### src/hw/tx_link_cfg_defs.svh
// Register offsets, field positions, reset values and codes of the link configuration bank.
`ifndef TX_LINK_CFG_DEFS_SVH
`define TX_LINK_CFG_DEFS_SVH
`define OFS_LINK_RATE_CODE 12'h000
`define OFS_ACTIVE_LANE_COUNT 12'h004
`define OFS_FRAMING_SELECT 12'h008
`define OFS_TRAINING_SELECT 12'h00c
`define OFS_QUALITY_SELECT 12'h010
`define OFS_SCRAMBLER_BYPASS 12'h014
`define OFS_CLOCK_SPREAD 12'h018
`define OFS_SOFT_VIDEO_RESET 12'h01c
`define OFS_LINK_OUTPUT_GATE 12'h080
`define OFS_VIDEO_STREAM_GATE 12'h084
`define OFS_CONFIG_COMMIT 12'h088
`define OFS_STATUS_LOCK 12'h08c
`define OFS_LINK_STATUS 12'h090
`define RATE_CODE_1G62 8'h06
`define RATE_CODE_2G70 8'h0a
`define RATE_CODE_5G40 8'h14
`define LINK_RATE_DIVISOR 20
`define RATE_CODE_W 8
`define LANE_COUNT_W 5
`define FIELD_BIT0 0
`define FIELD_RESET 32'h0000_0000
`define AXI_RESP_OKAY 2'b00
`define AXI_RESP_SLVERR 2'b10
`endif

### src/hw/tx_link_cfg_pkg.sv
// Types shared by the link configuration bank and its link-side logic.
package tx_link_cfg_pkg;
    typedef enum logic [1:0] {
        TRAIN_OFF,
        TRAIN_CLOCK_RECOVERY,
        TRAIN_EQUALIZE_2,
        TRAIN_EQUALIZE_3
    } training_type;
    typedef enum logic [1:0] {
        QUAL_NONE,
        QUAL_D10_2,
        QUAL_SYMBOL_ERROR,
        QUAL_PRBS7
    } quality_type;
    typedef struct packed {
        logic [7:0] linkRateCode;
        logic [4:0] laneCount;
        logic enhancedFraming;
        training_type trainingPattern;
        quality_type qualityPattern;
        logic scramblerBypass;
        logic clockSpread;
        logic linkOutputGate;
        logic videoStreamGate;
    } link_config_type;
endpackage

### src/hw/tx_link_config_registers.sv
// Link configuration register bank of the transmitter with its AXI4-Lite slave.
//
// Behaviour
// - Registers read and written over AXI4-Lite.
// - Single bits read as old or new.
// - Lock bit freezes multi-bit status during reads.
// - Multi-bit config applied only on toggle.
// - Undefined bits read as zero.
// - Rate code selects 1.62, 2.7, 5.4 Gbps.
// - Lane count field, values 1, 2, 4.
// - Bit selects enhanced or normal framing.
// - Training field selects training pattern.
// - Quality field selects test pattern.
// - Bit bypasses the scrambler.
// - Bit applies half percent down-spread.
// - Soft reset register write-only, resets video.
// - Gate low sends only stuffing symbols.
// - Stream gate low sends blanking, no video.
// - Stream gate change waits for vsync boundary.
// - Link clock is bit rate over twenty.
`timescale 1ns/10ps
`include "tx_link_cfg_defs.svh"
module tx_link_config_registers #(
    parameter int FIFO_DEPTH = 32,
    parameter bit SUPPORTS_V12 = 1'b1
) (
    input wire logic clk,
    input wire logic rst,
    input wire logic [11:0] awaddr,
    input wire logic awvalid,
    output logic awready,
    input wire logic [31:0] wdata,
    input wire logic [3:0] wstrb,
    input wire logic wvalid,
    output logic wready,
    output logic [1:0] bresp,
    output logic bvalid,
    input wire logic bready,
    input wire logic [11:0] araddr,
    input wire logic arvalid,
    output logic arready,
    output logic [31:0] rdata,
    output logic [1:0] rresp,
    output logic rvalid,
    input wire logic rready,
    input wire logic vsyncStart,
    input wire logic [15:0] symbolStatus,
    output tx_link_cfg_pkg::link_config_type linkConfig,
    output logic [6:0] linkClockRatio,
    output logic videoResetPulse
);
    // ------------------------------------------------------------
    // Parameter checks
    // ------------------------------------------------------------
    // The commit FIFO wraps its pointers by bit width, so a depth that is not a power of two
    // would lose committed words.
    initial begin
        if (FIFO_DEPTH < 2) begin
            $error("FIFO_DEPTH must be at least 2");
        end
        if ((FIFO_DEPTH & (FIFO_DEPTH - 1)) != 0) begin
            $error("FIFO_DEPTH must be a power of two");
        end
        if ($bits(tx_link_cfg_pkg::link_config_type) != `RATE_CODE_W + `LANE_COUNT_W + 9) begin
            $error("link configuration layout does not match the field widths");
        end
        if (`LINK_RATE_DIVISOR > 127) begin
            $error("link rate divisor does not fit the ratio output");
        end
    end

    // ------------------------------------------------------------
    // Write channel
    // ------------------------------------------------------------
    localparam int CFG_W = $bits(tx_link_cfg_pkg::link_config_type);
    logic [11:0] wrAddr_q;
    logic haveAw_q;
    logic [31:0] wrData_q;
    logic [3:0] wrStrb_q;
    logic haveW_q;
    logic doWrite;
    logic wrHit;
    assign doWrite = haveAw_q && haveW_q && !bvalid;
    always_ff @(posedge clk or posedge rst) begin
        if (rst) begin
            haveAw_q <= 1'b0;
            wrAddr_q <= '0;
        end else if (awvalid && awready) begin
            haveAw_q <= 1'b1;
            wrAddr_q <= awaddr;
        end else if (doWrite) begin
            haveAw_q <= 1'b0;
        end
    end
    always_ff @(posedge clk or posedge rst) begin
        if (rst) begin
            haveW_q <= 1'b0;
            wrData_q <= '0;
            wrStrb_q <= '0;
        end else if (wvalid && wready) begin
            haveW_q <= 1'b1;
            wrData_q <= wdata;
            wrStrb_q <= wstrb;
        end else if (doWrite) begin
            haveW_q <= 1'b0;
        end
    end
    // Ready stays low after each handshake until the held word has been written, so a valid that is still held
    // is never taken twice.
    always_ff @(posedge clk or posedge rst) begin
        if (rst) begin
            awready <= 1'b0;
            wready <= 1'b0;
        end else begin
            awready <= !haveAw_q && !(awvalid && awready);
            wready <= !haveW_q && !(wvalid && wready);
        end
    end
    always_comb begin
        case (wrAddr_q)
            `OFS_LINK_RATE_CODE, `OFS_ACTIVE_LANE_COUNT, `OFS_FRAMING_SELECT,
            `OFS_TRAINING_SELECT, `OFS_QUALITY_SELECT, `OFS_SCRAMBLER_BYPASS,
            `OFS_CLOCK_SPREAD, `OFS_SOFT_VIDEO_RESET, `OFS_LINK_OUTPUT_GATE,
            `OFS_VIDEO_STREAM_GATE, `OFS_CONFIG_COMMIT, `OFS_STATUS_LOCK: wrHit = 1'b1;
            default: wrHit = 1'b0;
        endcase
    end
    // Unmapped offsets still answer, so a stray access never stalls the host.
    always_ff @(posedge clk or posedge rst) begin
        if (rst) begin
            bvalid <= 1'b0;
            bresp <= `AXI_RESP_OKAY;
        end else if (doWrite) begin
            bvalid <= 1'b1;
            bresp <= wrHit ? `AXI_RESP_OKAY : `AXI_RESP_SLVERR;
        end else if (bready) begin
            bvalid <= 1'b0;
        end
    end

    // ------------------------------------------------------------
    // Shadow registers seen by software
    // ------------------------------------------------------------
    tx_link_cfg_pkg::link_config_type shadow_q;
    logic commitToggle_q;
    logic statusLock_q;
    logic lowByte;
    // Every field sits in byte lane 0, so the other strobes are ignored.
    assign lowByte = doWrite && wrStrb_q[0];
    always_ff @(posedge clk or posedge rst) begin
        if (rst) begin
            shadow_q <= tx_link_cfg_pkg::link_config_type'(`FIELD_RESET);
        end else if (lowByte) begin
            case (wrAddr_q)
                `OFS_LINK_RATE_CODE: shadow_q.linkRateCode <= wrData_q[7:0];
                `OFS_ACTIVE_LANE_COUNT: shadow_q.laneCount <= wrData_q[4:0];
                `OFS_FRAMING_SELECT: shadow_q.enhancedFraming <= wrData_q[0];
                `OFS_TRAINING_SELECT: begin
                    shadow_q.trainingPattern <= tx_link_cfg_pkg::training_type'(wrData_q[1:0]);
                end
                `OFS_QUALITY_SELECT: begin
                    shadow_q.qualityPattern <= tx_link_cfg_pkg::quality_type'(wrData_q[1:0]);
                end
                `OFS_SCRAMBLER_BYPASS: shadow_q.scramblerBypass <= wrData_q[0];
                `OFS_CLOCK_SPREAD: shadow_q.clockSpread <= wrData_q[0];
                `OFS_LINK_OUTPUT_GATE: shadow_q.linkOutputGate <= wrData_q[0];
                `OFS_VIDEO_STREAM_GATE: shadow_q.videoStreamGate <= wrData_q[0];
                default: shadow_q <= shadow_q;
            endcase
        end
    end

    // Writing any value flips the commit toggle; software need not track its phase.
    always_ff @(posedge clk or posedge rst) begin
        if (rst) begin
            commitToggle_q <= 1'b0;
        end else if (lowByte && wrAddr_q == `OFS_CONFIG_COMMIT) begin
            commitToggle_q <= !commitToggle_q;
        end
    end
    always_ff @(posedge clk or posedge rst) begin
        if (rst) begin
            statusLock_q <= 1'b0;
        end else if (lowByte && wrAddr_q == `OFS_STATUS_LOCK) begin
            statusLock_q <= wrData_q[0];
        end
    end
    always_ff @(posedge clk or posedge rst) begin
        if (rst) begin
            videoResetPulse <= 1'b0;
        end else begin
            videoResetPulse <= lowByte && wrAddr_q == `OFS_SOFT_VIDEO_RESET && wrData_q[0];
        end
    end

    // ------------------------------------------------------------
    // Commit path to the link side
    // ------------------------------------------------------------
    // Committed words queue through the FIFO so several commits in a row are kept in order.
    logic [CFG_W:0] fifoIn;
    logic [CFG_W:0] fifoOut;
    logic fifoInReady;
    logic fifoOutValid;
    logic commitSeen_q;
    logic commitPending;
    assign commitPending = commitToggle_q != commitSeen_q;
    assign fifoIn = {1'b1, shadow_q};
    always_ff @(posedge clk or posedge rst) begin
        if (rst) begin
            commitSeen_q <= 1'b0;
        end else if (commitPending && fifoInReady) begin
            commitSeen_q <= commitToggle_q;
        end
    end
    cfg_fifo #(.WIDTH(CFG_W + 1), .DEPTH(FIFO_DEPTH)) commitFifo (
        .clk(clk),
        .rst(rst),
        .inValid(commitPending),
        .inReady(fifoInReady),
        .inData(fifoIn),
        .outValid(fifoOutValid),
        .outReady(1'b1),
        .outData(fifoOut)
    );
    // Two-stage capture stands in for the domain crossing so lane output never sees a torn word.
    tx_link_cfg_pkg::link_config_type stage1_q;
    tx_link_cfg_pkg::link_config_type applied_q;
    logic stage1Valid_q;
    always_ff @(posedge clk or posedge rst) begin
        if (rst) begin
            stage1_q <= tx_link_cfg_pkg::link_config_type'(`FIELD_RESET);
            stage1Valid_q <= 1'b0;
        end else begin
            stage1Valid_q <= fifoOutValid && fifoOut[CFG_W];
            if (fifoOutValid) begin
                stage1_q <= fifoOut[CFG_W-1:0];
            end
        end
    end
    always_ff @(posedge clk or posedge rst) begin
        if (rst) begin
            applied_q <= tx_link_cfg_pkg::link_config_type'(`FIELD_RESET);
        end else if (stage1Valid_q) begin
            applied_q <= stage1_q;
        end
    end

    // ------------------------------------------------------------
    // Stream gate and link-side outputs
    // ------------------------------------------------------------
    logic streamApplied;
    frame_gate streamGate (
        .clk(clk),
        .rst(rst),
        .request(applied_q.videoStreamGate),
        .frameStart(vsyncStart),
        .applied(streamApplied)
    );
    always_ff @(posedge clk or posedge rst) begin
        if (rst) begin
            linkConfig <= tx_link_cfg_pkg::link_config_type'(`FIELD_RESET);
        end else begin
            linkConfig <= applied_q;
            // Rate 5.4 Gbps is refused on cores without the newer protocol version.
            if (!SUPPORTS_V12 && applied_q.linkRateCode == `RATE_CODE_5G40) begin
                linkConfig.linkRateCode <= `RATE_CODE_2G70;
            end
            if (!SUPPORTS_V12 && applied_q.trainingPattern == tx_link_cfg_pkg::TRAIN_EQUALIZE_3) begin
                linkConfig.trainingPattern <= tx_link_cfg_pkg::TRAIN_EQUALIZE_2;
            end
            linkConfig.videoStreamGate <= streamApplied;
        end
    end
    // Ratio of link bit rate to link clock, reported for the clocking logic.
    always_ff @(posedge clk or posedge rst) begin
        if (rst) begin
            linkClockRatio <= '0;
        end else begin
            linkClockRatio <= 7'(`LINK_RATE_DIVISOR);
        end
    end

    // ------------------------------------------------------------
    // Status capture and read channel
    // ------------------------------------------------------------
    logic [15:0] statusHeld_q;
    logic [31:0] readWord;
    logic rdHit;
    // While locked the held copy keeps the value of the last unlocked cycle, so the host
    // reads all sixteen bits from one instant.
    always_ff @(posedge clk or posedge rst) begin
        if (rst) begin
            statusHeld_q <= '0;
        end else if (!statusLock_q) begin
            statusHeld_q <= symbolStatus;
        end
    end
    // Reserved bits fall out of the zero default; unmapped offsets answer with an error.
    always_comb begin
        readWord = '0;
        rdHit = 1'b1;
        case (araddr)
            `OFS_LINK_RATE_CODE: readWord[7:0] = shadow_q.linkRateCode;
            `OFS_ACTIVE_LANE_COUNT: readWord[4:0] = shadow_q.laneCount;
            `OFS_FRAMING_SELECT: readWord[0] = shadow_q.enhancedFraming;
            `OFS_TRAINING_SELECT: readWord[1:0] = shadow_q.trainingPattern;
            `OFS_QUALITY_SELECT: readWord[1:0] = shadow_q.qualityPattern;
            `OFS_SCRAMBLER_BYPASS: readWord[0] = shadow_q.scramblerBypass;
            `OFS_CLOCK_SPREAD: readWord[0] = shadow_q.clockSpread;
            `OFS_SOFT_VIDEO_RESET: readWord = '0;
            `OFS_LINK_OUTPUT_GATE: readWord[0] = shadow_q.linkOutputGate;
            `OFS_VIDEO_STREAM_GATE: readWord[0] = shadow_q.videoStreamGate;
            `OFS_CONFIG_COMMIT: readWord[0] = commitToggle_q;
            `OFS_STATUS_LOCK: readWord[0] = statusLock_q;
            `OFS_LINK_STATUS: begin
                readWord[15:0] = statusHeld_q;
                readWord[16] = streamApplied;
                readWord[17] = commitPending;
            end
            default: rdHit = 1'b0;
        endcase
    end
    // Only one read is outstanding; the address channel reopens after the data is taken.
    always_ff @(posedge clk or posedge rst) begin
        if (rst) begin
            arready <= 1'b0;
        end else begin
            arready <= !rvalid && !(arvalid && arready);
        end
    end
    always_ff @(posedge clk or posedge rst) begin
        if (rst) begin
            rvalid <= 1'b0;
            rdata <= '0;
            rresp <= `AXI_RESP_OKAY;
        end else if (arvalid && arready) begin
            rvalid <= 1'b1;
            rdata <= readWord;
            rresp <= rdHit ? `AXI_RESP_OKAY : `AXI_RESP_SLVERR;
        end else if (rready) begin
            rvalid <= 1'b0;
        end
    end
endmodule

### src/hw/cfg_fifo.sv
// Synchronous FIFO with parameterised width and depth, valid and ready on both sides.
`timescale 1ns/10ps
module cfg_fifo #(
    parameter int WIDTH = 32,
    parameter int DEPTH = 32
) (
    input wire logic clk,
    input wire logic rst,
    input wire logic inValid,
    output logic inReady,
    input wire logic [WIDTH-1:0] inData,
    output logic outValid,
    input wire logic outReady,
    output logic [WIDTH-1:0] outData
);
    localparam int AW = $clog2(DEPTH);
    initial begin
        if (DEPTH < 2 || (1 << AW) != DEPTH) begin
            $error("cfg_fifo depth must be a power of two of at least 2");
        end
    end
    logic [WIDTH-1:0] mem [DEPTH];
    logic [AW:0] wrPtr_q;
    logic [AW:0] rdPtr_q;
    logic doWrite;
    logic doRead;
    assign inReady = (wrPtr_q - rdPtr_q) != (AW + 1)'(DEPTH);
    assign outValid = wrPtr_q != rdPtr_q;
    assign outData = mem[rdPtr_q[AW-1:0]];
    assign doWrite = inValid && inReady;
    assign doRead = outValid && outReady;
    always_ff @(posedge clk) begin
        if (doWrite) begin
            mem[wrPtr_q[AW-1:0]] <= inData;
        end
    end
    always_ff @(posedge clk or posedge rst) begin
        if (rst) begin
            wrPtr_q <= '0;
        end else if (doWrite) begin
            wrPtr_q <= wrPtr_q + 1'b1;
        end
    end
    always_ff @(posedge clk or posedge rst) begin
        if (rst) begin
            rdPtr_q <= '0;
        end else if (doRead) begin
            rdPtr_q <= rdPtr_q + 1'b1;
        end
    end
endmodule

### src/hw/frame_gate.sv
// Holds a requested enable until the next frame boundary, then applies it.
`timescale 1ns/10ps
module frame_gate (
    input wire logic clk,
    input wire logic rst,
    input wire logic request,
    input wire logic frameStart,
    output logic applied
);
    always_ff @(posedge clk or posedge rst) begin
        if (rst) begin
            applied <= 1'b0;
        end else if (frameStart) begin
            applied <= request;
        end
    end
endmodule

### config.mk
export PLATFORM = sky130hd
export DESIGN_NAME = tx_link_config_registers
export DESIGN_NICKNAME = d
export VERILOG_FILES = /design/src/hw/tx_link_cfg_pkg.sv /design/src/hw/tx_link_config_registers.sv /design/src/hw/cfg_fifo.sv /design/src/hw/frame_gate.sv
export VERILOG_INCLUDE_DIRS = /design/src /design/src/hw
export SDC_FILE = /design/constraint.sdc
export NUM_CORES = 1
export LEC_CHECK = 0
export BUFFER_PORTS_ARGS = -buffer_cell sky130_fd_sc_hd__buf_2
export CAP_MARGIN = 20
export CORE_ASPECT_RATIO = 0.8
export CORE_MARGIN = 2
export CORE_UTILIZATION = 40
export CTS_CLUSTER_SIZE = 12
export DETAILED_ROUTE_END_ITERATION = 10
export PLACE_DENSITY_LB_ADDON = 0.3
export SETUP_SLACK_MARGIN = 0.1
export SYNTH_ARGS = -nofsm -noshare
export SYNTH_HDL_FRONTEND = slang
export SYNTH_HIERARCHICAL = 1
export SYNTH_SLANG_ARGS = --single-unit
### constraint.sdc
create_clock -name clk -period 5.42 [get_ports clk]
set_clock_uncertainty 0.1 [all_clocks]
set_input_delay 0.271 -clock clk [delete_from_list [all_inputs] [get_ports clk]]
set_output_delay 0.271 -clock clk [all_outputs]
set_load 0.02 [all_outputs]
# Word-level counts from Yosys, hierarchy flattened
# Memories as Yosys holds them, arrays and structs flattened. A register that Yosys moved wholly into a read port is not among the register bits.
# Cells that the tools add are included.
classes:
  n_mux: 18
  n_addsub: 3
  reduce_logical: 40
  eq_ne: 26
op_table:
  columns: ["operator", "n"]
  rows:
  - ["== test 12 x 8 -> 1 bit, second input constant", 9]
  - ["== test 12 x 5 -> 1 bit, second input constant", 8]
  - ["== test 12 x 4 -> 1 bit, second input constant", 4]
  - ["== test 12 x 3 -> 1 bit, second input constant", 2]
  - ["logical NOT 12 bit", 2]
  - ["AND reduction 2 bit", 9]
  - ["logical AND 1 bit", 14]
  - ["OR reduction 13 bit", 1]
  - ["adder 6 x 1 -> 6 bit, second input constant", 2]
  - ["one-hot mux 1 bit (12 select lines)", 1]
  - ["OR reduction 12 bit", 1]
  - ["two-way mux 1 bit", 11]
  - ["two-way mux 10 bit", 1]
  - ["one-hot mux 3 bit (3 select lines)", 1]
  - ["logical NOT 1 bit", 8]
  - ["nonzero test 2 bit", 4]
  - ["inequality test 6 bit", 1]
  - ["inequality test 6 bit, second input constant", 1]
  - ["one-hot mux 3 bit (2 select lines)", 1]
  - ["subtractor 6 bit", 1]
  - ["one-hot mux 1 bit (5 select lines)", 1]
  - ["two-way mux 2 bit", 2]
  - ["logical AND 1 bit, second input constant", 1]
  - ["inequality test 1 bit", 1]
totals:
  mem_bits_rw: 704
  elab_cells: 138
  inputBits: 84
  regBits: 151
  output_inout_bits: 71
  n_memories: 1
memory_table:
  columns: ["memory", "depth", "width", "read_ports", "rd_ports_with_merged_regs", "wr", "line_no", "source"]
  rows:
  - ["commitFifo.mem", 32, 22, 1, 1, 1, "cfg_fifo.sv:22", "logic [WIDTH-1:0] mem [DEPTH];"]

# Logic depth before layout (Yosys ltp)
# Gate-level depths: netlist (run 1).
logic_depth:
  word_depth: 5
  depth_mapped: 12
  depth_no_buf: 8

# Hierarchy
# The synthesis (run 1) kept the hierarchy.
by_module_without_submodules:
  columns: ["module", "area_per_inst_um2", "seq_area_each_um2", "cells_each", "instances"]
  rows:
  - ["cfg_fifo", 28791.4, 22401.5, 1222, 1]
  - ["tx_link_config_registers", 6211.0, 3953.8, 446, 1]
  - ["frame_gate", 43.8, 25.0, 3, 1]

# Worst setup path after synthesis (run 1)
# OpenSTA, ideal clock, no wires.
synth_path:
  kind: "reg2reg"
  startpoint: "register commitFifo.rdPtr_q[4]"
  endpoint: "memory commitFifo/mem[30][0] (netlist bit) (enable)"
  t_required_ps: 4917
  path_stages_with_launch: 12
  arrival_time_ps: 3854
  setup_time_ps: 403
  slack_ps: 1063
  cell_sequence: "dfrtp_1 -> inv_1 -> buf_2 -> buf_1 -> ha_1 -> clkbuf_1 -> and2_1 -> o21ai_0 -> o31ai_1 -> a311oi_2 -> o211ai_1 -> nor2_1"
synth_via:
  elab_chain_len: 5
synth_rtl:
  columns: ["element", "line_no", "source"]
  rows:
  - ["start: declaration", "cfg_fifo.sv:24", "logic [AW:0] rdPtr_q;"]
  - ["start signal: assignment", "cfg_fifo.sv:48", "rdPtr_q <= rdPtr_q + 1'b1;"]
  - ["subtractor 6 bit", "cfg_fifo.sv:27", "assign inReady = (wrPtr_q - rdPtr_q) != (AW + 1)'(DEPTH);"]
  - ["inequality test 6 bit", "cfg_fifo.sv:27", null]
  - ["logical AND 1 bit", "cfg_fifo.sv:30", "assign doWrite = inValid && inReady;"]
  - ["two-way mux 1 bit", "cfg_fifo.sv:33", "if (doWrite) begin"]
  - ["two-way mux 1 bit (not written as such)", "cfg_fifo.sv:34", "mem[wrPtr_q[AW-1:0]] <= inData;"]
  - ["end: declaration", "cfg_fifo.sv:22", null]
# No other way between the ends.

# Final worst setup path (run 1)
layout_path:
  startpoint: "register commitFifo.rdPtr_q[4]"
  endpoint: "memory commitFifo/mem[9][4] (netlist bit) (enable)"
# Same word-level chain as after synthesis.

==> results of run 1 <==
[layer usage]
metal	part of all wire, %	global-route usage, %	vias to the layer above
li1	-	-	7199
met1	44	26.27	9224
met2	47	27.68	566
met3	6.9	3.092	101
met4	1.7	4.109	0
met5	0	0	-
[registers in the layout (all words and copies together), names as in the netlist, 6 cells and up]
name / cells
applied_q: 22
commitFifo/mem: 736
commitFifo/rdPtr_q: 6
commitFifo/wrPtr_q: 6
fifoIn: 22
linkConfig: 22
rdata: 18
stage1_q: 22
statusHeld_q: 16
wrAddr_q: 12
wrData_q: 8
[cell families after synthesis]
family | count (synthesis) | synth area share, %
AOI/OAI and AO/OA | 61 | 1.078
xor gates and xnor gates | 14 | 0.3499
adders and majority gates | 10 | 0.3570
buffers and inverters | 113 | 1.539
DFF | 907 | 75.27
muxes | 345 | 18.51
other | 2 | 0.02143
and+or+nand+nor | 219 | 2.867
[worst register-to-register path: cells and delay by family, from the launching register on]
family          cells  cell delay, ns
fa+ha+maj           1            0.59
compound gates      4            1.38
simple gates        2            0.85
buf+inv             2            0.88
flops               1            0.38
[through the flow]
step	area (µm²)	hold slack [ns]
after floorplan	35250	-0.1003
after CTS	40460	0.006414
final	40590	0.05395
after global placement	37270	0.1251
after detailed placement	37340	0.1209
after global routing	40590	0.03635
[cell type report]
cell class | instances | area [µm²] | area share [%]
Clock buffer | 146 | 2555 | 6.295
Clock inverter | 11 | 86.33 | 0.2127
Inverter | 12 | 51.30 | 0.1264
Multi-Input combinational cell | 704 | 8406 | 20.71
Sequential cell | 907 | 26390 | 65.02
Tap cell | 1138 | 1424 | 3.508
Timing Repair Buffer | 222 | 1677 | 4.131
[worst max-delay path by stage]
stage	from	endpoint	depth (start not counted)
after floorplan	rst	applied_q[0]	1
after global placement	commitFifo/rdPtr_q[4]	commitFifo/mem[24][8]	9
after detailed placement	commitFifo/rdPtr_q[4]	commitFifo/mem[25][8]	9
after CTS	commitFifo/rdPtr_q[4]	commitFifo/mem[25][9]	9
after global routing	commitFifo/rdPtr_q[4]	commitFifo/mem[9][9]	9
final	commitFifo/rdPtr_q[4]	commitFifo/mem[9][4]	9
[cells in the final DEF, fill, tap and decap left out, types with 20 or more instances in the layout]
cell type / Yosys / final
edfxtp_1: 736 / 736
mux4_2: 231 / 231
dfrtp_1: 171 / 168
nand2_1: 116 / 116
mux2_2: 107 / 107
buf_2: 20 / 106
clkbuf_16: 0 / 92
conb_1: 2 / 55
buf_4: 24 / 54
clkbuf_1: 49 / 49
dlygate4sd3_1: 0 / 47
nor2_2: 0 / 32
o21ai_0: 28 / 28
nor2_1: 52 / 20
[power groups by stage]
stage / Sequential, W / Clock, W / Combinational (W)
after global routing: 0.00824 / 0.00612 / 0.00349
after CTS: 0.00820 / 0.00584 / 0.00329
final: 0.00819 / 0.00572 / 0.00323
after detailed placement: 0.00834 / 0 / 0.00326
after floorplan: 0.00826 / 0 / 0.00234
after global placement: 0.00832 / 0 / 0.00323
==> flow_summary_export.csv, run 1 <==
group,metric,value,unit
status,status,"finished, final reports clean",
grt,grt_max_degree,104,
clock_tree,clock_path_buffers,3,
layout,area_growth,15.81,%
critical_path,cp_max_fo,17,
routing,drt_iter0_markers,1476,
logic_synthesis,synth_area_leaders,"edfxtp_1 63%, mux4_2 15%, dfrtp_1 12%",
clock_tree,postCtsHoldBufs,47,
logic_synthesis,yosysTopAreaCell,"edfxtp_1",
die,die_h,268.8,µm
timing,period_share,83.69,%
timing,setup_slack,0.8840,ns
flow_run,drv_cap,0,
pwr,p_comb_share,18.8,%
place,io_buffers,106,
layout,final_cells,3140,
clock_tree,clkSinkCount,907,
pwr,p_seq_share,47.8,%
clock_tree,numCtsBuffers,89,
pwr,finalPower,0.01713,W
layout,antenna_cells,0,
critical_path,end_kind,"register",
routing,drt_first_pass_iters,5,
clock_tree,ctsResizeCount,0,
routing,wl_per_cell,25.27,µm
pwr,ir_drop,0.4022,mV
logic_synthesis,synthArstFlopShare,18.85,%
timing,hold_viol_final,0,
clock_tree,clk_latency,0.64,ns
logic_synthesis,synthCells,1671,
place,placed_cells,2928,
timing,rsz0062_at_grt,"no",
critical_path,reg2reg_to,"commitFifo/mem[9][4]",
timing,slew_viol_final,0,
logic_synthesis,yosysWarnings,6,
timing,max_freq,0.2205,GHz
die,fp.coreArea,0.08714,mm²
place,dp_slack,0.8788,ns
logic_synthesis,post-synth-top-count-cell,"edfxtp_1",
logic_synthesis,netlist_area,0.03505,mm²
logic_synthesis,ys_top_cells_by_count,"736 x edfxtp_1, 231 x mux4_2, 171 x dfrtp_1, 116 x nand2_1, 107 x mux2_2",
critical_path,crit_type,"register to register",
clock_tree,cts_setup_buffers,0,
critical_path,r2r-start,"commitFifo/rdPtr_q[4]",
routing,totalWireLength,79.34,mm
grt,grt_pass1_vias,17250,
critical_path,worstPathRequired,5.62,ns
logic_synthesis,synth.yosys.seq_area_share,75.27,%
grt,groute.usage.overall,17.76,%
layout,final_layout_size_suffix_gt1_share,33.22,%
die,start_util,40.22,%
timing,min_period,4.536,ns
logic_synthesis,synth_cell_types,55,
pwr,p_per_area,422.1,mW/mm²
grt,overflow,0,
pwr,swShare,27.03,%
critical_path,rr_worst_depth,9,
logic_synthesis,synth-main-ff-cell,"edfxtp_1",
timing,worst_slew_pin_slew,1.097,ns
grt,antenna_found_initial,1,
logic_synthesis,synth_seq_cells,907,
critical_path,ff2ff_setup_slack,0.88,ns
routing,ant_nets,0,
routing,vias,17090,
place,hpwl,44.45,mm
die,io-pin-count,155,
die,fp.dieW,334.9,µm
layout,final_core_util,46.58,%
clock_tree,clk_pin_slew,0.06,ns
routing,drc,0,
pwr,leakage,12.22,nW
routing,avgViaCountPerCell,5.443,
timing,tns,0,ns
timing,report.final.setup_viol,0,
critical_path,critPathBufInv,2,
critical_path,crit_chain,"clkinv_2 > ha_1 > and2_1 > o21ai_0 > o31ai_1 > a311oi_2 > o211ai_1 > nor2_2 > buf_4",
logic_synthesis,postSynthAreaPerCell,20.97,µm²
grt,grt_pass1_wl,116.3,mm
clock_tree,cts_root_buf,"clkbuf_16",
logic_synthesis,synth_top_area_share,63.06,%
clock_tree,cts_tree,"done",
critical_path,cp_top_family,"compound AO/OA/AOI/OAI gates",
critical_path,crit_slowest_cell,"nor2_2",
layout,nNetsFinal,2030,
pwr,intPower,0.01250,W
die,rows,97,
min_path,hold_class,"input port to asynchronous set/reset pin",
critical_path,arrival,4.73,ns
critical_path,startpoint_type,"register",
clock_tree,cts.htree.levels,3,
logic_synthesis,synth_edf_count,736,
die,die_area,0.09001,mm²
layout,nFillCells,7200,
critical_path,slowest_delay,0.66,ns
pwr,pwr-share-clk,33.4,%
pwr,switching_power,0.004632,W
place,place_congestion,0.7549,
timing,slew_headroom,26.88,%
No activity file was read; power rests on OpenSTA's default activity.
==> run 2: changes to the inputs <==
- clock period: 5.42 -> 3.82 ns (I/O delays scaled with it)
==> run 2 against run 1 <==
Critical path depth rose by 2; clock-buffer cell count rose by 5; combinational power rose by 43%; global-route usage fell by 1.3 points; largest cell class unchanged; critical path type unchanged; sequential cell count did not move; cell count rose by 0.89%; via count fell by 2.1%; first-iteration DRC count fell by 1.4%; highest routed layer unchanged.
==> flow_summary_export.csv, run 2 (synthesized netlist as in run 1, its figures left out) <==
group,metric,value,unit
routing,drc,0,
layout,register_area,0.02639,mm²
layout,final_common_cell,"edfxtp_1",
critical_path,critPathBufInv,4,
place,placed_cells,2940,
routing,drt_first_pass_iters,5,
critical_path,crit_slowest_cell,"buf_4",
grt,grt_pass1_vias,17274,
grt,overflow,0,
timing,min_period,3.326,ns
layout,nNetsFinal,2051,
routing,ant_nets,0,
die,start_util,40.22,%
routing,drt_iter0_markers,1455,
place,hpwl,43.81,mm
routing,totalWireLength,73.61,mm
grt,groute.usage.overall,16.44,%
status,status,"finished, final reports clean",
timing,slew_headroom,30.25,%
critical_path,crit_chain,"inv_1 > ha_1 > nand2b_1 > a21oi_1 > nor4_1 > a311oi_2 > buf_4 > buf_4 > o211ai_2 > nor2_2 > buf_4",
routing,vias,16739,
clock_tree,cts_root_buf,"clkbuf_16",
timing,setup_slack,0.4936,ns
clock_tree,cts_tree,"done",
critical_path,cp_common_cell,"buf_4",
critical_path,cp_top_family,"compound AO/OA/AOI/OAI gates",
layout,multi_input_area,0.008436,mm²
layout,area_growth,16.80,%
timing,worst_slew_pin_slew,1.046,ns
critical_path,end_kind,"register",
layout,final_layout_size_suffix_gt1_share,33.91,%
grt,grt_pass1_wl,110.2,mm
routing,avgViaCountPerCell,5.284,
timing,period_share,87.08,%
critical_path,startpoint_type,"register",
critical_path,ff2ff_setup_slack,0.49,ns
critical_path,slowest_delay,0.43,ns
min_path,hold_class,"input port to register",
critical_path,cp_max_fo,23,
place,place_congestion,0.7844,
critical_path,arrival,3.51,ns
clock_tree,clkSinkCount,907,
timing,report.final.setup_viol,0,
critical_path,worstPathRequired,4.01,ns
critical_path,crit_type,"register to register",
pwr,p_per_area,594.7,mW/mm²
die,io-pin-count,155,
layout,largest_reg_flops,736,
grt,antenna_found_initial,1,
die,die_h,268.8,µm
pwr,finalPower,0.02434,W
die,fp.coreArea,0.08714,mm²
timing,slew_viol_final,0,
clock_tree,clk_pin_slew,0.06,ns
layout,final_cells,3168,
layout,nFillCells,7160,
grt,grt_max_degree,131,
pwr,ir_drop,0.8458,mV
clock_tree,clock_path_buffers,3,
routing,wl_per_cell,23.24,µm
layout,mostFrequentLayoutCells,"736 x edfxtp_1, 231 x mux4_2, 168 x dfrtp_1",
clock_tree,clk_latency,0.66,ns
clock_tree,numCtsBuffers,89,
flow_run,drv_cap,0,
die,die_area,0.09001,mm²
timing,hold_viol_final,0,
die,fp.dieW,334.9,µm
clock_tree,cts.htree.levels,3,
timing,max_freq,0.3006,GHz
clock_tree,ctsResizeCount,0,
place,dp_slack,0.3017,ns
pwr,leakage,12.38,nW
die,rows,97,
place,io_buffers,106,
timing,rsz0062_at_grt,"no",
## run 2: worst reg2reg max path, stage by stage (launching register included)
cell,delay (ns)
dfrtp_1,0.41
inv_1,0.12
ha_1,0.22
nand2b_1,0.16
a21oi_1,0.29
nor4_1,0.12
a311oi_2,0.25
buf_4,0.19
buf_4,0.12
o211ai_2,0.33
nor2_2,0.22
buf_4,0.43
## run 2: layout make-up
class	count	share of cell area (%)
multi-input cells	704	20.61
repair buffers	243	4.744
flip-flops and latches	907	64.47
clock buffers	151	6.208
diodes	1	0.006113
well taps	1138	3.479
inverters	12	0.1223
clock inverters	12	0.3637
## run 2: what timing repair did
action / CTS / global route
setup endpoints to repair: 0 / 200
endpoints found under the hold margin: 89 / 0
buffers inserted: 0 / 3
hold buffers: 51 / 0
## run 2: stage by stage
stage / util (%) / cell area [µm²] / hold WS (ns) / TNS [ns]
floorplan: - / 35320 / -0.1803 / -191.08
global placement: 42.96 / 37440 / 0.005785 / 0
detailed placement: 42.96 / 37440 / 0.007013 / 0
CTS: 46.64 / 40640 / 0.01897 / 0
global route: 46.97 / 40930 / 0.09079 / 0
finish: 46.97 / 40930 / 0.05359 / 0
## run 2: metal layers
metal | global-route usage (%) | vias to the layer above | routed length [µm]
li1 | - | 7250 | -
met1 | 24.28 | 8983 | 33720
met2 | 25.53 | 400 | 34820
met3 | 2.668 | 106 | 3605
met4 | 4.460 | 0 | 1460
met5 | 0 | - | 0
## run 2: final timing paths
kind | from | to | cells past startpoint
max | commitFifo/wrPtr_q[0] | commitFifo/mem[3][5] | 11
min | araddr[10] | rdata[11] | 6
max reg2reg | commitFifo/wrPtr_q[0] | commitFifo/mem[3][5] | 11
min reg2reg | applied_q[2] | linkConfig[2] | 0
max in group asynchronous | rst | applied_q[6] | 4
min in group asynchronous | rst | commitFifo/rdPtr_q[1] | 3
## run 2: report_power, final
group          switching, W  internal [W]
Sequential         0.000384        0.0111
Combinational       0.00256       0.00205
Clock               0.00365       0.00456
Total               0.00660        0.0177
==> run 3: changes to the inputs <==
- CORE_UTILIZATION: 40 -> 30
==> run 3 against run 2 <==
Setup slack worse by 0.080 ns; global-route usage down 2.7 points; maximum frequency down 2.4%; clock-buffer cell count down 1; critical path type unchanged; cell count up 13%; critical path depth down 1.
==> flow_summary_export.csv, run 3 (synthesized netlist as in run 1, its figures left out) <==
group,metric,value,unit
die,fp.dieW,386.1,µm
critical_path,startpoint_type,"register",
layout,nNetsFinal,2072,
min_path,hold_class,"input port to register",
clock_tree,numCtsBuffers,93,
timing,worst_slew_pin_slew,1.058,ns
clock_tree,postCtsHoldBufs,50,
clock_tree,cts.htree.levels,3,
layout,nFillCells,10706,
clock_tree,clk_latency,0.66,ns
routing,ant_nets,0,
clock_tree,ctsResizeCount,0,
layout,final_common_cell,"edfxtp_1",
routing,wl_per_cell,22.97,µm
critical_path,ff2ff_setup_slack,0.41,ns
critical_path,cp_max_fo,23,
timing,period_share,89.19,%
critical_path,crit_type,"register to register",
timing,setup_slack,0.4131,ns
layout,final_core_util,35.96,%
grt,grt_pass1_vias,17792,
status,status,"finished, final reports clean",
critical_path,r2r-start,"commitFifo/wrPtr_q[0]",
timing,rsz0062_at_grt,"no",
grt,overflow,0,
place,dp_slack,0.4912,ns
routing,avgViaCountPerCell,4.792,
timing,report.final.setup_viol,0,
routing,drt_first_pass_iters,7,
timing,hold_viol_final,0,
clock_tree,clk_pin_slew,0.06,ns
flow_run,drv_cap,0,
routing,totalWireLength,82.53,mm
grt,met2_usage,21.50,%
die,rows,112,
routing,drc,0,
place,hpwl,49.11,mm
grt,globalRouteMet1Util,20.00,%
die,start_util,30.13,%
place,place_congestion,0.7598,
grt,grt_pass1_wl,120.2,mm
routing,vias,17219,
timing,slew_headroom,29.44,%
critical_path,reg2reg_to,"commitFifo/mem[7][0]",
timing,slew_viol_final,0,
layout,antenna_cells,0,
grt,grtUsageMet3,2.337,%
die,die_h,309.7,µm
critical_path,cp-endpoint,"commitFifo/mem[7][0]",
pwr,p_per_area,595.5,mW/mm²
layout,area_growth,19.35,%
critical_path,arrival,3.59,ns
die,io-pin-count,155,
layout,final_layout_size_suffix_gt1_share,35.25,%
timing,max_freq,0.2935,GHz
routing,drt_iter0_markers,1525,
critical_path,worstPathRequired,4.00,ns
clock_tree,clock_path_buffers,3,
timing,min_period,3.407,ns
die,die_area,0.1196,mm²
place,io_buffers,106,
grt,antenna_found_initial,4,
critical_path,rr_worst_depth,10,
clock_tree,cts_setup_buffers,0,
grt,groute.usage.overall,13.79,%
clock_tree,cts_root_buf,"clkbuf_16",
clock_tree,clkSinkCount,907,
die,fp.coreArea,0.1163,mm²
timing,tns,0,ns
pwr,ir_drop,0.8125,mV
grt,grt_max_degree,111,
layout,mostFrequentLayoutCells,"736 x edfxtp_1, 231 x mux4_2, 168 x dfrtp_1",
pwr,leakage,12.60,nW
critical_path,worstSetupStartpoint,"commitFifo/wrPtr_q[0]",
clock_tree,cts_tree,"done",
grt,gr-max-usage-layer,"met2",
critical_path,end_kind,"register",
layout,largest_reg_flops,736,
timing,whs,0.06077,ns
run 3: cell types whose count changed in the layout (fill, tap and decap cells not counted), sizes merged:
cell,change
inv,-3
dlygate4sd3,-1
clkbuf,-1
diode,-1
clkinv,+11
bufinv,+1
buf,+18
run 3: final cells by class:
| cell class | instances | area [µm²] | area share, % |
|---|---|---|---|
| clock inverter | 21 | 155.1 | 0.3709 |
| inverter | 12 | 50.05 | 0.1197 |
| tap | 1539 | 1926 | 4.604 |
| clock buffer | 150 | 2736 | 6.542 |
| multi-input combinational | 704 | 8496 | 20.31 |
| timing repair buffer | 260 | 2074 | 4.960 |
| sequential | 907 | 26390 | 63.09 |
run 3: layer usage:
layer / wire length, µm / up-vias
met1: 37340 / 9319
li1: - / 7299
met5: 20 / -
met2: 38930 / 489
met4: 1565 / 2
met3: 4671 / 110
run 3: worst min-delay path by stage:
stage | start | to | cells after the start
2_1_floorplan | rst | streamGate/applied | 1
3_3_place_gp | rst | streamGate/applied | 2
3_5_place_dp | rst | streamGate/applied | 2
4_1_cts | araddr[6] | rdata[17] | 6
5_1_grt | araddr[10] | rdata[1] | 5
6_report | araddr[6] | rdata[17] | 6
run 3: where the power goes:
| group | total, W | switching [W] | leakage [nW] | internal (W) |
|---|---|---|---|---|
| registers | 0.0115 | 0.000360 | 7.43 | 0.0111 |
| logic | 0.00479 | 0.00275 | 3.76 | 0.00204 |
| clock network | 0.00862 | 0.00366 | 1.41 | 0.00496 |
run 3: through the flow:
stage          total power (W)  std cells  cell area [µm²]
2_1_floorplan          0.01503       1724            35320
3_3_place_gp           0.01653       3362            38210
3_5_place_dp           0.01659       3362            38210
4_1_cts                0.02527       3583            41600
5_1_grt                0.02599       3593            41830
6_report               0.02491       3593            41830
run 3: worst max-delay path, stage by stage, from the launching register on:
cell and delay [ns]:
dfrtp_1 0.41, inv_1 0.14, ha_1 0.22, nand2b_1 0.16
a21oi_1 0.27, nor4_1 0.10, a311oi_2 0.62, o211ai_2 0.15
buf_4 0.27, nor2_4 0.12, buf_4 0.44
